$ cat config.mk
export PLATFORM = sky130hd
export DESIGN_NAME = dcpd_direct_control_pin_decoder
export DESIGN_NICKNAME = d
export VERILOG_FILES = /design/src/logic/dcpd_pkg.sv /design/src/logic/dcpd_pin_sel.sv /design/src/logic/dcpd_direct_control_pin_decoder.sv
export SDC_FILE = /design/constraint.sdc
export NUM_CORES = 1
export LEC_CHECK = 0
export ABC_CLOCK_PERIOD_IN_PS = 1000
export BUFFER_PORTS_ARGS = -buffer_cell sky130_fd_sc_hd__buf_2
export CAP_MARGIN = 25
export CORE_AREA = 2 2 39 41
export DETAILED_ROUTE_END_ITERATION = 12
export DIE_AREA = 0 0 41 43
export GPL_ROUTABILITY_DRIVEN = 0
export PLACE_DENSITY = 0.56
export SLEW_MARGIN = 40
export SYNTH_ARGS = -nofsm -noshare
export SYNTH_HDL_FRONTEND = slang
export SYNTH_HIERARCHICAL = 1
export SYNTH_SLANG_ARGS = --single-unit
$ cat constraint.sdc
create_clock -name vclk -period 1
set_clock_uncertainty 0.15 [all_clocks]
set_input_delay 0.1 -clock vclk [all_inputs]
set_output_delay 0.1 -clock vclk [all_outputs]
set_load 0.01 [all_outputs]
$ cat src/logic/dcpd_pkg.sv
/*
 Constants for the direct control pin decoder: general control bit
 positions, reset values, gain codes and divider codes.
 Assumes nothing of its surroundings beyond a SystemVerilog compiler.
*/
`default_nettype none
package dcpd_pkg;
   // ==========================================================
   // General control register layout
   localparam int          GEN_CTRL_WIDTH  = 8;
   localparam int          BIAS_EN_BIT     = 1;
   localparam int          RX_EN_BIT       = 4;
   localparam int          DIV_SEL_BIT     = 7;
   localparam logic [7:0]  GEN_CTRL_RESET  = 8'h00;
   // ==========================================================
   // Gain codes: attenuation in dB, both stages combined
   localparam int          GAIN_WIDTH      = 5;
   localparam logic [4:0]  GAIN_LOW_DB     = 5'h12;
   localparam logic [4:0]  GAIN_MAX_DB     = 5'h00;
   // ==========================================================
   // Mixer LO divider codes
   localparam logic [2:0]  LO_DIV_TWO      = 3'h2;
   localparam logic [2:0]  LO_DIV_FOUR     = 3'h4;
endpackage
`default_nettype wire

$ cat src/logic/dcpd_pin_sel.sv
/*
 One shared pin: routes its level to the serial function or to the
 direct function. Assumes the select is a static level.
*/
`timescale 1ns/1ns
`default_nettype none
module dcpd_pin_sel #(
   parameter logic SERIAL_IDLE = 1'h0
) (
   input  wire logic pinLevel,
   input  wire logic directMode,
   output logic      serialLevel,
   output logic      directLevel
);
   // ==========================================================
   // Split by mode; unused side parks at a safe idle level
   assign serialLevel = directMode ? SERIAL_IDLE : pinLevel;
   assign directLevel = directMode ? pinLevel : 1'b0;
endmodule
`default_nettype wire

$ cat src/logic/dcpd_direct_control_pin_decoder.sv
/*
 Direct control pin decoder: chooses between the serial control bus
 and direct pin control for three shared pins, and produces the
 effective enables, power mode, LO divider and gain settings.
 Everything below the port list is combinational, so a pin change
 shows on the outputs in the same cycle; ref_clk and rst only pace
 and gate the checks at the foot of the file.
 Assumes pins are synchronous to ref_clk and the serial register
 bank lives outside, reporting its general control byte here and
 obeying registerReset as a level, not as a pulse.
*/
`timescale 1ns/1ns
`default_nettype none
module dcpd_direct_control_pin_decoder (
   input  wire logic       ref_clk,
   input  wire logic       rst,
   input  wire logic       serial_disable_n,
   input  wire logic       pinData,
   input  wire logic       pinClock,
   input  wire logic       pinSelect,
   input  wire logic [7:0] serialGenCtrl,
   output logic            serial_data_in,
   output logic            serialBitClock,
   output logic            serial_select_n,
   output logic            registerReset,
   output logic            bias_enable,
   output logic            receive_path_enable,
   output logic            lowPowerMode,
   output logic [2:0]      loDivide,
   output logic [4:0]      firstGainStage,
   output logic [4:0]      second_gain_stage,
   output logic            directModeActive
);
   // ==========================================================
   // Mode decode
   logic       directMode;
   logic       power_down_n;
   logic       lo_divider_select;
   logic       gainPin;
   logic [7:0] genCtrl;
   logic       genBiasBit;
   logic       genRxBit;
   logic       genDivBit;
   logic       divBit;
   logic [4:0] gainTotal;

   // The mode is a plain level; nothing is latched on entry or exit
   assign directMode       = ~serial_disable_n;
   assign directModeActive = directMode;

   // ==========================================================
   // Shared pins, one selector each; chip select idles high
   // A deselected serial side sees an idle bus, so a strap that toggles
   // in direct mode can never clock a false transfer into the registers
   dcpd_pin_sel #(
      .SERIAL_IDLE (1'h0)
   ) uData (
      .pinLevel    (pinData),
      .directMode  (directMode),
      .serialLevel (serial_data_in),
      .directLevel (power_down_n)
   );
   dcpd_pin_sel #(
      .SERIAL_IDLE (1'h0)
   ) uClock (
      .pinLevel    (pinClock),
      .directMode  (directMode),
      .serialLevel (serialBitClock),
      .directLevel (lo_divider_select)
   );
   // Chip select parks high in direct mode so no transfer can start
   dcpd_pin_sel #(
      .SERIAL_IDLE (1'h1)
   ) uSelect (
      .pinLevel    (pinSelect),
      .directMode  (directMode),
      .serialLevel (serial_select_n),
      .directLevel (gainPin)
   );

   // ==========================================================
   // Register bank held reset for as long as direct mode lasts
   // Held reset rather than frozen: leaving direct mode starts the bank
   // from known values instead of whatever the host last wrote
   assign registerReset = directMode;
   assign genCtrl = directMode ? dcpd_pkg::GEN_CTRL_RESET : serialGenCtrl;

   // Named register bits, so the forcing below reads plainly
   assign genBiasBit = genCtrl[dcpd_pkg::BIAS_EN_BIT];
   assign genRxBit   = genCtrl[dcpd_pkg::RX_EN_BIT];
   assign genDivBit  = genCtrl[dcpd_pkg::DIV_SEL_BIT];

   // Enables forced on in direct mode, else from the register
   assign bias_enable         = directMode | genBiasBit;
   assign receive_path_enable = directMode | genRxBit;

   // ==========================================================
   // Direct functions; all combinational so no edge is needed
   // Power-down only acts in direct mode; the bank owns it otherwise
   assign lowPowerMode = directMode & ~power_down_n;
   // Pin is the inverse of bit7: bit7 set means divide by two
   assign divBit   = directMode ? ~lo_divider_select : genDivBit;
   assign loDivide = divBit ? dcpd_pkg::LO_DIV_TWO : dcpd_pkg::LO_DIV_FOUR;
   // Low total placed in first stage only; second stays at maximum
   // Trade-off: splitting the cut across both stages would ease overload
   // but cost noise figure, so the second stage is left at full gain
   assign gainTotal         = gainPin ? dcpd_pkg::GAIN_MAX_DB : dcpd_pkg::GAIN_LOW_DB;
   assign firstGainStage    = directMode ? gainTotal : dcpd_pkg::GAIN_MAX_DB;
   assign second_gain_stage = dcpd_pkg::GAIN_MAX_DB;
endmodule
`default_nettype wire

# Word level (Yosys, flattened, before mapping)
# Cells that the tools add are included.
dict set report classes {
  mux 11
  bitwise_logic 6
}
# op count
set ops {}
lappend ops {{$mux 5} 2}
lappend ops {{$mux 8} 1}
lappend ops {{$mux 1} 7}
lappend ops {{$mux 3} 1}
lappend ops {{$not 1->1} 3}
lappend ops {{$or 1x1->1} 2}
lappend ops {{$and 1x1->1} 1}
dict set report word_totals {
  word_cells 17
  inputBits 14
  reg_bits 0
  output_inout_bits 21
}

# Longest topological paths before layout
dict set report depth {
  word_depth 4
  mapped_depth 5
  mapped_depth_nobuf 4
}

# By module
# The synthesis kept the hierarchy.
# mod seq_area_each_um2 cells_per_inst area_per_inst_um2 instances
set by_module_without_submodules {}
lappend by_module_without_submodules {dcpd_direct_control_pin_decoder 0.0 21 136.4 1}
lappend by_module_without_submodules {{dcpd_pin_sel (uClock ...)} 0.0 2 16.3 2}
lappend by_module_without_submodules {{dcpd_pin_sel (uSelect)} 0.0 2 13.8 1}

# Worst setup path after synthesis
# Ideal clock, no wire load.
dict set report synth_timing {
  path_kind {input to output}
  from {in serial_disable_n}
  to {out firstGainStage[4]}
  path_slack_ns 0.021
  arrival_time_ns 0.729
  stages 4
  n_path_buf 1
  required_ns 0.750
  cell_sequence {inv_1 > and2_2 > nor2_1 > buf_4}
}
dict set report synth_between {
  elab_chain_cells 3
}
# item line_no
set synth_lines {}
lappend synth_lines {{from (decl)} dcpd_direct_control_pin_decoder.sv:17} ;# input wire logic serial_disable_n,
lappend synth_lines {{$mux 1} dcpd_pin_sel.sv:18} ;# assign directLevel = directMode ? pinLevel : 1'b0;
lappend synth_lines {{via gainPin} dcpd_direct_control_pin_decoder.sv:39} ;# logic gainPin;
lappend synth_lines {{$mux 5} dcpd_direct_control_pin_decoder.sv:107} ;# assign gainTotal = gainPin ? dcpd_pkg::GAIN_MAX_DB : dcpd_pkg::GAIN_LOW_DB;
lappend synth_lines {{$mux 5} dcpd_direct_control_pin_decoder.sv:108} ;# assign firstGainStage = directMode ? gainTotal : dcpd_pkg::GAIN_MAX_DB;
lappend synth_lines {{to (decl)} dcpd_direct_control_pin_decoder.sv:30} ;# output logic [4:0] firstGainStage,
# The timed path passes the listed nets, and every way through them passes these cells.

# Final worst setup path
dict set report layout_timing {
  from {in serial_disable_n}
  to {out loDivide[1]}
}
dict set report layout_between {
  elab_chain_cells 4
  word_cells_on_any_way 5
  classes_between {mux (4); bitwise (1)}
}
# item line_no
set layout_lines {}
lappend layout_lines {{$mux 1} dcpd_pin_sel.sv:18}
lappend layout_lines {{via lo_divider_select} dcpd_direct_control_pin_decoder.sv:38} ;# logic lo_divider_select;
lappend layout_lines {{$not 1->1} dcpd_direct_control_pin_decoder.sv:102} ;# assign divBit = directMode ? ~lo_divider_select : genDivBit;
lappend layout_lines {{$mux 1} dcpd_direct_control_pin_decoder.sv:102}
lappend layout_lines {{$mux 3} dcpd_direct_control_pin_decoder.sv:103} ;# assign loDivide = divBit ? dcpd_pkg::LO_DIV_TWO : dcpd_pkg::LO_DIV_FOUR;
lappend layout_lines {{to (decl)} dcpd_direct_control_pin_decoder.sv:29} ;# output logic [2:0] loDivide,
# The timed path passes the listed nets, and every way through them passes these cells.

==> results.tsv <==
stage	metric	value	unit
floorplanning	die-area	1763	µm²
placed_design	dp.cells	59	
final_layout	seq_cells	0	
floorplanning	num_rows	14	
sta	fin_ws	0.04811	ns
synthesis	netlist_area	182.7	µm²
setup_path	critPathMaxFanout	8	
synthesis	synth_mux_area_frac	0	
floorplanning	ioPinCount	35	
synthesis	synth_compound_area_frac	0.06849	
setup_path	cp-start-kind	input pin	
grt	grt_use_total	0.04196	
pwr	pwr-share-comb	1.000	
routing	final_antenna_net_count	0	
synthesis	synth_cells	27	
pwr	clock_power_share	0	
synthesis	ys_seq_area_frac	0	
synthesis	synthDominantCellAreaShare	0.4932	
final_layout	design_area	271.5	µm²
grt	grt_first_pass_wirelength	558	µm
sta	fin_crit	0.9519	ns
final_layout	layout_commonest_cell	buf_2	
grt	antenna_found_initial	0	
routing	drtPass1Iterations	2	
synthesis	synthAdderAreaFrac	0	
pwr	p_per_area	449.3	nW/µm²
floorplanning	design.core.area	1384	µm²
routing	first_iter_violations	1	
synthesis	synth_warnings	6	
grt	grt_max_degree	9	
final_layout	multi_input_area	120.1	µm²
final_layout	layout_common_cells	buf_2, conb_1	
sta	drv_slew	0	
synthesis	synth_area_leader_cell	buf_4	
synthesis	synth-simple-area-share	0.3973	
sta	setup_viol	0	
sta	timing.hold.ws	0.2988	ns
final_layout	n_fill_cell	158	
grt	grt_pass1_vias	148	
synthesis	synth_top_family_by_area	buffers and inverters	
final_layout	final_nets	60	
placed_design	placed_cell_area	245.2	µm²
floorplanning	die-height	43	µm
hold_path	hold_path.class	in -> out	
final_layout	finalCoreUtilization	0.1962	
final_layout	diodes	0	
routing	wirelength	404	µm
flow_run	drv_cap	0	
routing	vias	185	
synthesis	synth_area_leaders	buf_4, and2_2, and2b_2	
pwr	p_int	58.14	µW
placed_design	port_buffers	19	
sta	final.setup.tns	0	ns
grt	grt_overflow_total	0	
placed_design	hpwl	361.7	µm
sta	finalCritPeriodShare	0.9519	
sta	grt_setup_unrepaired	false	
pwr	p_sw	63.85	µW
setup_path	worstSetupEndpointType	primary output	
outcome	status	finished clean	
floorplanning	die_x	41	µm
synthesis	synth.distinct_cells	11	
routing	route.detailed.drc	0	
final_layout	syn2layout_area_growth	48.63	%
final_layout	seq_area	0	µm²
final_layout	drive_gt1_frac	0.6364	
final_layout	clkbuf_count	0	
floorplanning	start_util	0.1320	
pwr	cellLeakagePower	0.1642	nW
clock_network	cts_hold_buf	0	
sta	max_freq	1051	MHz
synthesis	postSynthAreaPerCell	6.766	µm²
pwr	p_total	122.0	µW
placed_design	pre_cts_ws	-0.1163	ns
pwr	ir_worst_vdd	0.05709	mV
final_layout	fin_cells	60	
routing	viasPerCell	3.083	
routing	wl_per_cell	6.733	µm
pwr	seqPwrFrac	0	
synthesis	synth-xor-area-share	0	
setup_path	crit_type	in -> out	
setup_path	crit_arrival	0.70	ns
pwr	switching_share	0.5234	
setup_path	required	0.75	ns
sta	hold_viol	0	
-- synth_stat cells --
master	instances
a21o_1	1
a21oi_1	1
and2_2	3
and2b_2	2
buf_4	12
conb_1	1
inv_1	1
nand2b_1	2
nor2_1	2
nor2_2	1
or2_1	1
-- path summary, 6_finish.rpt --
path | from | endpoint | cells after the start
max | serial_disable_n | loDivide[1] | 6
min | serial_disable_n | registerReset | 3
-- power groups by stage --
stage,combinational [mW],clock (mW),sequential (mW)
CTS,0.116,0,0
global placement,0.107,0,0
global route,0.138,0,0
finish,0.122,0,0
floorplan,0.0950,0,0
detailed placement,0.109,0,0
-- layer usage --
metal,vias to the layer above,wire [µm],global-route usage
met5,-,0,0
met3,0,58,0
met2,17,187,0.08438
li1,95,-,-
met1,73,157,0.04747
met4,0,0,0
-- kinds of logic after synthesis --
group | count (synthesis)
buffers and inverters | 13
AO/OA/AOI/OAI | 2
AND/OR/NAND/NOR | 11
other | 1
-- final cells by class --
class,count,share of cell area
well taps,16,0.07373
repair buffers,21,0.4516
multi-input cells,22,0.4424
inverters,1,0.03226
-- timing repair --
| item | CTS | global route |
|---|---|---|
| setup endpoints to repair | 4 | 2 |
| setup buffers | 1 | 0 |
| gates resized for setup | 3 | 3 |
| pin swaps | 1 | 1 |
-- worst max-delay path, stage by stage --
cell and delay (ns):
buf_6 0.10, inv_6 0.06, and2_4 0.13, nor2_2 0.03
a21o_1 0.16, buf_6 0.12
Power figures use the tool's default switching activity.
